File: src/verilog/pss_pkg.sv
`default_nettype none

package pss_pkg;

    // -----------------------------------------------------------------
    // Timing figures, derived cycle counts and counter widths.
    // -----------------------------------------------------------------
    localparam int unsigned CLK_MHZ        = 40;
    localparam int unsigned BUS_RATE_KBPS  = 400;
    localparam int unsigned STRETCH_MAX_US = 1000;
    localparam int unsigned SCL_TIMEOUT_US = 25000;
    localparam int unsigned STRETCH_CYC    = STRETCH_MAX_US * CLK_MHZ;
    localparam int unsigned TIMEOUT_CYC    = SCL_TIMEOUT_US * CLK_MHZ + 1;
    localparam int unsigned STR_W          = 16;
    localparam int unsigned LOW_W          = 20;

    // -----------------------------------------------------------------
    // Target addresses, memory size and transfer limits.
    // -----------------------------------------------------------------
    localparam logic [7:0]  ADDR_CTRL_BASE = 8'hB0;
    localparam logic [7:0]  ADDR_EE_BASE   = 8'hA0;
    localparam int unsigned EE_BYTES       = 256;
    localparam logic [7:0]  BLOCK_MAX      = 8'hFF;
    localparam logic [7:0]  RD_FILL        = 8'hFF;

    // -----------------------------------------------------------------
    // Types.
    // -----------------------------------------------------------------
    typedef enum logic [2:0] {
        S_IDLE     = 3'b000,
        S_RECV     = 3'b001,
        S_RECV_END = 3'b010,
        S_ACK      = 3'b011,
        S_SEND     = 3'b100,
        S_SACK     = 3'b101,
        S_SNXT     = 3'b110,
        S_RDWAIT   = 3'b111
    } pss_state_type;

    typedef struct packed {
        logic       start;
        logic       is_read;
        logic       cmd_valid;
        logic [7:0] cmd;
        logic       wr_valid;
        logic [7:0] wr_data;
        logic [7:0] count;
        logic       rd_req;
        logic       stop;
        logic       abort;
    } pss_ctrl_out_type;

    typedef struct packed {
        logic             scl_m;
        logic             scl_s;
        logic             scl_d;
        logic             sda_m;
        logic             sda_s;
        logic             sda_d;
        logic [2:0]       strap_m;
        logic [2:0]       strap_s;
        pss_state_type    state;
        logic [2:0]       bitcnt;
        logic [7:0]       shift;
        logic             is_addr;
        logic             tgt_ctrl;
        logic             rd;
        logic             first;
        logic [7:0]       ptr;
        logic [7:0]       wcnt;
        logic [7:0]       rcnt;
        logic             ctrl_act;
        logic             sda_oe;
        logic             scl_oe;
        logic             sda_o;
        logic             scl_o;
        logic [STR_W-1:0] str_cnt;
        logic [LOW_W-1:0] low_cnt;
        pss_ctrl_out_type ctrl;
    } pss_regs_type;

    localparam pss_regs_type REGS_RST = '0;

endpackage : pss_pkg

`default_nettype wire

File: src/verilog/pss_slave.sv
`timescale 1ns/1ps
`default_nettype none

module pss_slave #(
    parameter int unsigned STRETCH_CYC = pss_pkg::STRETCH_CYC,
    parameter int unsigned TIMEOUT_CYC = pss_pkg::TIMEOUT_CYC
) (
    input  wire logic                      I_SYS_CLK,
    input  wire logic                      I_NRST,
    input  wire logic                      I_SCL,
    output var  logic                      O_SCL_OUT,
    output var  logic                      O_SCL_OE,
    input  wire logic                      I_SDA,
    output var  logic                      O_SDA_OUT,
    output var  logic                      O_SDA_OE,
    input  wire logic                      I_ADDR_STRAP_BIT0,
    input  wire logic                      I_ADDR_STRAP_BIT1,
    input  wire logic                      I_ADDR_STRAP_BIT2,
    input  wire logic                      I_CTRL_RD_VALID,
    input  wire logic [7:0]                I_CTRL_RD_DATA,
    output var  pss_pkg::pss_ctrl_out_type O_CTRL
);
    import pss_pkg::*;

    // -----------------------------------------------------------------
    // State and memory.
    // -----------------------------------------------------------------
    pss_regs_type r_reg;
    pss_regs_type r_next;
    logic [7:0]   mem [EE_BYTES];
    logic         mem_we;
    logic [7:0]   mem_addr;
    logic [7:0]   mem_data;
    logic         scl_rise;
    logic         scl_fall;
    logic         start_det;
    logic         stop_det;
    logic         timeout;
    logic         clean;
    logic         hit_ctrl;
    logic         hit_ee;
    logic [7:0]   ee_rd;

    assign scl_rise  = r_reg.scl_s & ~r_reg.scl_d;
    assign scl_fall  = ~r_reg.scl_s & r_reg.scl_d;
    assign start_det = r_reg.scl_s & r_reg.scl_d & r_reg.sda_d & ~r_reg.sda_s;
    assign stop_det  = r_reg.scl_s & r_reg.scl_d & ~r_reg.sda_d & r_reg.sda_s;
    assign timeout   = ~r_reg.scl_s
                       && (r_reg.low_cnt == LOW_W'(TIMEOUT_CYC - 1));
    // A START or STOP between bytes comes after one sampled clock rise.
    assign clean     = (r_reg.state == S_IDLE)
                       || ((r_reg.state == S_RECV) && (r_reg.bitcnt <= 3'h1));
    assign hit_ctrl  = {r_reg.shift[7:1], 1'b0}
                       == (ADDR_CTRL_BASE | {4'h0, r_reg.strap_s, 1'b0});
    assign hit_ee    = {r_reg.shift[7:1], 1'b0}
                       == (ADDR_EE_BASE | {4'h0, r_reg.strap_s, 1'b0});
    assign ee_rd     = mem[r_reg.ptr];

    // -----------------------------------------------------------------
    // Next state.
    // -----------------------------------------------------------------
    always_comb begin
        r_next = r_reg;
        mem_we = 1'b0;
        mem_addr = r_reg.ptr;
        mem_data = r_reg.shift;
        // Two flip-flops on every bus and strap pin before any logic looks at it.
        r_next.scl_m = I_SCL;
        r_next.scl_s = r_reg.scl_m;
        r_next.scl_d = r_reg.scl_s;
        r_next.sda_m = I_SDA;
        r_next.sda_s = r_reg.sda_m;
        r_next.sda_d = r_reg.sda_s;
        r_next.strap_m = {I_ADDR_STRAP_BIT2, I_ADDR_STRAP_BIT1, I_ADDR_STRAP_BIT0};
        r_next.strap_s = r_reg.strap_m;
        r_next.sda_o = 1'b0;
        r_next.scl_o = 1'b0;
        r_next.ctrl.start = 1'b0;
        r_next.ctrl.cmd_valid = 1'b0;
        r_next.ctrl.wr_valid = 1'b0;
        r_next.ctrl.rd_req = 1'b0;
        r_next.ctrl.stop = 1'b0;
        r_next.ctrl.abort = 1'b0;
        if (r_reg.scl_s) begin
            r_next.low_cnt = '0;
        end else if (!timeout) begin
            r_next.low_cnt = r_reg.low_cnt + LOW_W'(1);
        end
        if (timeout) begin
            // Return to idle at once, well inside the recovery limit.
            r_next.state = S_IDLE;
            r_next.sda_oe = 1'b0;
            r_next.scl_oe = 1'b0;
            r_next.ctrl.abort = r_reg.ctrl_act;
            r_next.ctrl_act = 1'b0;
        end else if (start_det) begin
            r_next.state = S_RECV;
            r_next.is_addr = 1'b1;
            r_next.bitcnt = 3'h0;
            r_next.sda_oe = 1'b0;
            r_next.scl_oe = 1'b0;
            r_next.ctrl.abort = r_reg.ctrl_act & ~clean;
            r_next.ctrl_act = r_reg.ctrl_act & clean;
        end else if (stop_det) begin
            r_next.state = S_IDLE;
            r_next.sda_oe = 1'b0;
            r_next.scl_oe = 1'b0;
            r_next.ctrl.stop = r_reg.ctrl_act & clean;
            r_next.ctrl.abort = r_reg.ctrl_act & ~clean;
            r_next.ctrl_act = 1'b0;
        end else begin
            unique case (r_reg.state)
                S_IDLE: begin
                end
                S_RECV: begin
                    if (scl_rise) begin
                        r_next.shift = {r_reg.shift[6:0], r_reg.sda_s};
                        r_next.bitcnt = r_reg.bitcnt + 3'h1;
                        if (r_reg.bitcnt == 3'h7) begin
                            r_next.state = S_RECV_END;
                        end
                    end
                end
                S_RECV_END: begin
                    if (scl_fall) begin
                        r_next.state = S_ACK;
                        r_next.sda_oe = 1'b1;
                        if (r_reg.is_addr) begin
                            r_next.is_addr = 1'b0;
                            r_next.rd = r_reg.shift[0];
                            r_next.tgt_ctrl = hit_ctrl;
                            r_next.first = 1'b1;
                            r_next.wcnt = 8'h00;
                            r_next.rcnt = 8'h00;
                            if (hit_ctrl) begin
                                r_next.ctrl_act = 1'b1;
                                r_next.ctrl.start = 1'b1;
                                r_next.ctrl.is_read = r_reg.shift[0];
                            end else if (!hit_ee) begin
                                r_next.state = S_IDLE;
                                r_next.sda_oe = 1'b0;
                            end
                        end else if (r_reg.tgt_ctrl) begin
                            if (r_reg.wcnt == BLOCK_MAX) begin
                                r_next.state = S_IDLE;
                                r_next.sda_oe = 1'b0;
                            end else begin
                                r_next.wcnt = r_reg.wcnt + 8'h01;
                                r_next.ctrl.count = r_reg.wcnt + 8'h01;
                                if (r_reg.wcnt == 8'h00) begin
                                    r_next.ctrl.cmd_valid = 1'b1;
                                    r_next.ctrl.cmd = r_reg.shift;
                                end else begin
                                    r_next.ctrl.wr_valid = 1'b1;
                                    r_next.ctrl.wr_data = r_reg.shift;
                                end
                            end
                        end else if (r_reg.first) begin
                            r_next.first = 1'b0;
                            r_next.ptr = r_reg.shift;
                        end else begin
                            mem_we = 1'b1;
                            r_next.ptr = r_reg.ptr + 8'h01;
                        end
                    end
                end
                S_ACK, S_SNXT: begin
                    if (scl_fall) begin
                        r_next.sda_oe = 1'b0;
                        r_next.bitcnt = 3'h0;
                        if (!r_reg.rd) begin
                            r_next.state = S_RECV;
                        end else if (!r_reg.tgt_ctrl) begin
                            r_next.shift = ee_rd;
                            r_next.sda_oe = ~ee_rd[7];
                            r_next.ptr = r_reg.ptr + 8'h01;
                            r_next.state = S_SEND;
                        end else if (r_reg.rcnt == BLOCK_MAX) begin
                            r_next.shift = RD_FILL;
                            r_next.state = S_SEND;
                        end else begin
                            r_next.rcnt = r_reg.rcnt + 8'h01;
                            r_next.ctrl.rd_req = 1'b1;
                            r_next.ctrl.count = r_reg.rcnt + 8'h01;
                            r_next.scl_oe = 1'b1;
                            r_next.str_cnt = '0;
                            r_next.state = S_RDWAIT;
                        end
                    end
                end
                S_RDWAIT: begin
                    r_next.str_cnt = r_reg.str_cnt + STR_W'(1);
                    if (I_CTRL_RD_VALID || (r_reg.str_cnt == STR_W'(STRETCH_CYC - 2))) begin
                        r_next.shift = I_CTRL_RD_VALID ? I_CTRL_RD_DATA : RD_FILL;
                        r_next.sda_oe = I_CTRL_RD_VALID ? ~I_CTRL_RD_DATA[7] : 1'b0;
                        r_next.state = S_SEND;
                    end
                end
                S_SEND: begin
                    // Data settles one cycle before the stretched clock is let go.
                    r_next.scl_oe = 1'b0;
                    if (scl_fall) begin
                        if (r_reg.bitcnt == 3'h7) begin
                            r_next.sda_oe = 1'b0;
                            r_next.state = S_SACK;
                        end else begin
                            r_next.shift = {r_reg.shift[6:0], 1'b0};
                            r_next.bitcnt = r_reg.bitcnt + 3'h1;
                            r_next.sda_oe = ~r_reg.shift[6];
                        end
                    end
                end
                S_SACK: begin
                    if (scl_rise) begin
                        r_next.state = r_reg.sda_s ? S_IDLE : S_SNXT;
                    end
                end
            endcase
        end
    end

    // -----------------------------------------------------------------
    // Registers.
    // -----------------------------------------------------------------
    always_ff @(posedge I_SYS_CLK) begin
        if (!I_NRST) begin
            r_reg <= REGS_RST;
        end else begin
            r_reg <= r_next;
        end
    end

    always_ff @(posedge I_SYS_CLK) begin
        if (mem_we) begin
            mem[mem_addr] <= mem_data;
        end
    end

    assign O_SCL_OUT = r_reg.scl_o;
    assign O_SCL_OE  = r_reg.scl_oe;
    assign O_SDA_OUT = r_reg.sda_o;
    assign O_SDA_OE  = r_reg.sda_oe;
    assign O_CTRL    = r_reg.ctrl;
endmodule // pss_slave

`default_nettype wire

File: config.mk
export PLATFORM = sky130hd
export DESIGN_NAME = pss_slave
export DESIGN_NICKNAME = d
export VERILOG_FILES = /design/src/verilog/pss_pkg.sv /design/src/verilog/pss_slave.sv
export SDC_FILE = /design/constraint.sdc
export NUM_CORES = 2
export LEC_CHECK = 0
export BUFFER_PORTS_ARGS = -buffer_cell sky130_fd_sc_hd__buf_2
export CORE_ASPECT_RATIO = 0.7
export CORE_MARGIN = 5
export CORE_UTILIZATION = 53
export CTS_BUF_LIST = sky130_fd_sc_hd__clkbuf_4
export DETAILED_ROUTE_END_ITERATION = 16
export GPL_TIMING_DRIVEN = 0
export PLACE_DENSITY = 0.68
export SYNTH_ARGS = -nofsm -noshare
export SYNTH_HDL_FRONTEND = slang
export SYNTH_SLANG_ARGS = --single-unit
File: constraint.sdc
create_clock -name I_SYS_CLK -period 6.6 [get_ports I_SYS_CLK]
set_clock_uncertainty 0.15 [all_clocks]
set_input_delay 0.66 -clock I_SYS_CLK [delete_from_list [all_inputs] [get_ports I_SYS_CLK]]
set_output_delay 0.66 -clock I_SYS_CLK [all_outputs]
set_load 0.01 [all_outputs]
Word level (Yosys, flattened, before mapping)
Memory sizes are Yosys's and may differ from the RTL's. A register that Yosys moved wholly into a read port is not among the register bits.
Cells that the tools add are included.
{ "totals": {"reg_bits": 126, "latchBits": 0, "ram_bits": 2048, "mem_bits_ro": 0, "output_inout_bits": 35, "mem_count": 1} }
{ "classes": {"addsub": 6, "mul": 0, "n_div": 0, "magnitude_cmp": 1, "eq_ne": 48, "n_shift": 0, "n_mux": 109, "n_bitwise": 29, "reduce_logical": 47} }
{ "memory_table": {"columns": ["memory", "depth", "width", "read_ports", "rd_clocked_by_memory_dff", "write_ports", "line", "rtl"], "rows": [
  ["mem", 256, 8, 1, 1, 1, "pss_slave.sv:30", "logic [7:0] mem [EE_BYTES];"]
]} }
{ "ops": {"columns": ["operator", "count"], "rows": [
  ["2-to-1 mux 8 bit", 20],
  ["2-to-1 mux 9 bit", 13],
  ["2-to-1 mux 26 bit", 3],
  ["2-to-1 mux 16 bit", 4],
  ["case mux 8 bit (2 select lines)", 3],
  ["2-to-1 mux 14 bit", 3],
  ["2-to-1 mux 39 bit", 1],
  ["2-to-1 mux 3 bit", 12],
  ["!= test 2 bit, second input constant", 18],
  ["AND reduction 9 bit", 4],
  ["case mux 16 bit (2 select lines)", 1],
  ["case mux 8 bit (4 select lines)", 1],
  ["2-to-1 mux 30 bit", 1],
  ["2-to-1 mux 1 bit", 29],
  ["2-to-1 mux 28 bit", 1],
  ["!= test 4 bit, second input constant", 7],
  ["adder 8 x 1 -> 8 bit, second input constant", 3],
  ["AND reduction 7 bit", 3],
  ["adder 20 x 1 -> 20 bit, second input constant", 1],
  ["== test 20 bit, second input constant", 1],
  ["2-to-1 mux 2 bit", 10],
  ["NOT 1 bit", 20],
  ["AND reduction 10 bit", 2],
  ["case mux 3 bit (6 select lines)", 1],
  ["40 further kinds", 78]
]} }

Longest topological paths before layout
{ "logic_depth": {"word_depth": 13, "depth_mapped": 14, "ltp_nobuf": 9} }

Least setup slack after synthesis
No wires, ideal clock.
{ "synth_path": {"kind": "reg2reg", "from": "reg r_reg, in the netlist mem_data[5]", "to": "reg r_reg[111] (netlist bit)", "setup_ns": 0.070, "arrival_ns": 4.927, "t_required_ns": 6.380, "slack_ns": 1.453, "path_stages_with_launch": 8, "n_path_buf": 0, "period_less_slack_ns": 5.147, "path_cell_list": "dfxtp_1 > and3b_1 > nand4_1 > o2bb2ai_1 > o21a_1 > a311oi_1 > o221ai_1 > a21oi_1"} }
{ "synth_between": {"elab_chain_cells": 8, "word_cells_on_any_way": 9} }
{ "synth_lines": {"columns": ["item", "line", "rtl"], "rows": [
  ["from (decl)", "pss_slave.sv:28", "pss_regs_type r_reg;"],
  ["from (signal assigned)", "pss_slave.sv:229", "r_reg <= r_next;"],
  ["== test 7 bit", "pss_slave.sv:56", "== (ADDR_EE_BASE | {4'h0, r_reg.strap_s, 1'b0});"],
  ["2-to-1 mux 2 bit", "pss_slave.sv:139", "end else if (!hit_ee) begin"],
  ["2-to-1 mux 3 bit *", "pss_slave.sv:135", "if (hit_ctrl) begin"],
  ["2-to-1 mux 3 bit *", "pss_slave.sv:128", "if (r_reg.is_addr) begin"],
  ["2-to-1 mux 3 bit *", "pss_slave.sv:125", "if (scl_fall) begin"],
  ["case mux 3 bit (6 select lines) *", "pss_slave.sv:112", "unique case (r_reg.state)"],
  ["2-to-1 mux 1 bit *", "pss_slave.sv:104", "end else if (stop_det) begin"],
  ["2-to-1 mux 4 bit *", "pss_slave.sv:96", "end else if (start_det) begin"]
]} }
Mark *: on every way between the ends. The rest lies on a longest branch, timed or not. The select of a mux whose other input is x is not followed.
A chain may end at the register's enable or synchronous reset.

==> key figures <==
Synthesis
  – Post-synthesis async set-or-reset flop share: 0
  – Primary FF master, synth: edfxtp_1
  – Largest area contributor in the netlist: edfxtp_1
  – Yosys Warn Count: 0
  – Post-synthesis cell type count: 79
  – Synth top area share: 0.711
  – Ranking of synthesized cells by area: edfxtp_1, mux4_2, dfxtp_1
  – Synthesized flop and latch total: 2,180
  – Post-Syn Area: 86,500 sq um
  – Mapped Cells: 4,526
  – EDFF count, synth: 2,048
  – Post-synthesis sequential area ratio: 0.742
  – Avg Cell Area, Syn: 19.1 sq um

STA
  – Max Freq: 152 MHz
  – Max-slew violations: 179
  – Final setup margin: 0.0125 ns
  – Worst slew margin: -0.134
  – Worst slew pin tran: 1.70 ns
  – Final hold violation count: 0
  – Min Clock Period, post-route: 6.59 ns
  – Unrepaired setup endpoints after global routing: no
  – Endpoints failing setup: 0
  – Tcrit/Tclk final: 0.998

Floorplan
  – Die area: 171,000 sq um
  – Starting Density: 0.531
  – Die Height: 348 microns
  – Die X: 493 microns
  – Row Count: 124
  – Core ar.: 163,000 sq um
  – Top-level port count: 51

GRT
  – Grt total ovfl: 0
  – Largest net degree at the start of global routing: 98
  – Number of global-route vias before repair: 49.5k
  – Grt met2 use: 0.435
  – Gr usage total: 0.346
  – GR Util met3: 0.190
  – First-pass GRT wire length: 403,000 microns
  – Top Usage Layer GRT: met1
  – GRT met1 Usage: 0.487
  – Initial antenna violation count: 28

Setup path
  – R2R cell count: 10
  – Setup CP Type: flip-flop to flip-flop
  – Reg-to-Reg End: mem_data[0]
  – Worst EP required: 7.67 ns
  – R2R Setup Slk: 0.01 ns
  – CP Data Arrival Time: 7.66 ns
  – Max FO, Critical Path: 12
  – Critical path startpoint category: flip-flop
  – Crit end category: flip-flop

Clock network
  – TritonCTS buffer count: 532
  – Post-CTS setup buffer count: 0
  – CTS sink count: 2,180
  – H-tree levels: 6
  – Clk buf depth: 4
  – Clock Latency Late Sink: 1.41 ns
  – Clock slew seen by the registers of the worst setup and hold paths: 0.07 ns
  – CTS tree: built
  – CTS root buf: clkbuf_4

Cells and area
  – Max reg flops: 2,048
  – Area growth from synthesis to layout: 12.0%
  – Finished Core Util: 0.595
  – Fillers: 12.0k
  – Nets: 5,186
  – Ratio of cells with drive above 1 in the final layout: 0.290

Routing
  – Via density: 6.83
  – Starting DRC count in detailed routing: 9,961
  – Final wirelength: 298,000 microns
  – Antenna viol nets, final: 0
  – Drt first pass iters: 7
  – DRC Markers: 0
  – Avg WL per Cell: 38.9 microns
  – Vias: 52.4k

Power and ir drop
  – Register share of total power: 0.571
  – Sw Ratio: 0.213
  – Gate power share: 0.003
  – Pwr/cell area: 269 nW/um^2
  – VDD IR-drop max: 181 uV
  – Final Power: 26.1 mW
  – Cell internal pwr: 20.5 mW
  – Leak: 27.1 nW
  – Net Switching: 5.55 mW
  – Clock power frac: 0.426

Hold path
  – Worst Hold Launch: I_NRST
  – Min-delay worst type: primary input to flip-flop
  – Worst Hold Path Cells: 4
  – Worst hold endpoint: O_CTRL[0]

Outcome
  – Failing checks: capacitance limit, slew limit
  – Status: complete, but fails checks

Job
  – MaxCap Viol Count: 18

Place
  – PortBufs: 47
  – Final HPWL DP: 198,000 microns
  – DP Worst Slack: 0.684 ns
  – GPL Wtd Cong: 1.03
-- logic make-up (layout without fill, tap and decap cells) --
family          after synthesis  in the layout  share of synthesized area
buf+inv                     320           1298                     0.0204
flops                      2180           2180                      0.742
simple gates                847            847                     0.0443
mux                         709            709                      0.154
fa+ha+maj                    13             13                    0.00188
compound gates              412            412                     0.0328
other cells                   1             22                  0.0000434
xor+xnor                     44             44                    0.00446
-- worst max-delay path, stage by stage (launching register included) --
cell,delay [ns]
dfxtp_1,0.31
buf_4,0.33
buf_2,0.65
buf_4,0.47
buf_2,0.53
buf_2,0.90
mux2i_1,0.59
a2111oi_0,0.26
a211oi_1,1.40
nor4_1,0.48
o2bb2ai_1,0.26
-- worst max-delay path by stage --
stage                start           to  slack (ns)  cells past startpoint
2_1_floorplan  mem_data[5]   r_reg[111]        1.45                      7
3_3_place_gp   mem_data[2]  mem_data[2]       -3.24                      2
3_5_place_dp     flip-flop  mem_data[1]        0.68                      9
4_1_cts          flip-flop  mem_data[1]        0.62                      9
5_1_grt          flip-flop  mem_data[0]        0.39                     10
6_report         flip-flop  mem_data[0]        0.01                     10
-- synthesized netlist by cell type, types with 10 or more instances --
| cell type | number |
|---|---|
| or3_1 | 14 |
| a22oi_1 | 15 |
| o221ai_1 | 65 |
| and2_1 | 25 |
| xor2_1 | 18 |
| nand4_1 | 18 |
| buf_4 | 65 |
| o21a_1 | 10 |
| nor2_1 | 406 |
| and3_1 | 13 |
| edfxtp_1 | 2048 |
| xnor2_1 | 26 |
| mux2_2 | 13 |
| nand2_1 | 171 |
| nor3_1 | 44 |
| buf_2 | 59 |
| mux2i_1 | 198 |
| a31oi_1 | 13 |
| nor4_1 | 20 |
| a21oi_1 | 101 |
| clkbuf_1 | 121 |
| buf_6 | 31 |
| a211oi_1 | 32 |
| buf_1 | 13 |
| o22ai_1 | 36 |
| nor2b_1 | 23 |
| mux4_2 | 498 |
| nand3_1 | 53 |
| ha_1 | 13 |
| inv_1 | 24 |
| dfxtp_1 | 132 |
| o21ai_0 | 55 |
| nand2b_1 | 13 |
-- power by group through the flow --
stage / Combinational [mW] / Sequential [mW] / Clock (mW)
after floorplan: 0.0340 / 15.2 / 0
after global placement: 0.0540 / 15.2 / 0
after detailed placement: 0.0556 / 15.2 / 0
after CTS: 0.0651 / 14.9 / 11.1
after global routing: 0.0724 / 14.9 / 11.9
final: 0.0670 / 14.9 / 11.1
-- placed cells by master, fill, tap and decap left out, types with 22 or more instances in the layout --
cell      Yosys  final
a211oi_1     32     32
mux4_2      498    498
nand2_1     171    171
buf_4        65     66
buf_2        59    114
buf_16        0     22
inv_1        24     24
nor3_1       44     43
o22ai_1      36     36
nor2_1      406    405
nor2b_1      23     23
a21oi_1     101    101
o221ai_1     65     65
clkbuf_4      0    756
xnor2_1      26     26
clkbuf_1    121    103
clkinv_1      2     93
mux2i_1     198    198
nand3_1      53     53
o21ai_0      55     55
buf_6        31     32
edfxtp_1   2048   2048
dfxtp_1     132    124
and2_1       25     25
-- layer usage --
layer	wire length, microns	share of wire
met2	116000	0.39
met5	513	0.0017
met4	16100	0.054
met1	111000	0.37
met3	55000	0.18
-- through the flow --
step,cells,cell area [sq um],hold WS (ns),setup TNS (ns)
6_report,7667,96800,0.238,0
5_1_grt,7653,96800,0.211,0
4_1_cts,7646,96800,0.133,0
3_5_place_dp,6743,90100,0.273,0
3_3_place_gp,6716,89400,0.271,-3753.00
2_1_floorplan,4527,86500,0.262,0
-- layout make-up --
cell class,instances,area (sq um),share of cell area
inverters,30,113,0.00116
multi-input cells,2027,20600,0.213
clock buffers,756,5680,0.0586
clock inverters,126,733,0.00757
well taps,2142,2680,0.0277
plain buffers,290,1680,0.0174
repair buffers,96,1140,0.0118
diodes,20,50.0,0.000517
flip-flops and latches,2180,64200,0.663
-- timing repair --
| item | 4_1_cts | 5_1_grt |
|---|---|---|
| hold buffers | 21 | 0 |
| hold endpoints to repair | 59 | 0 |
| resized for setup | 0 | 0 |
Power figures use the tool's default switching activity.
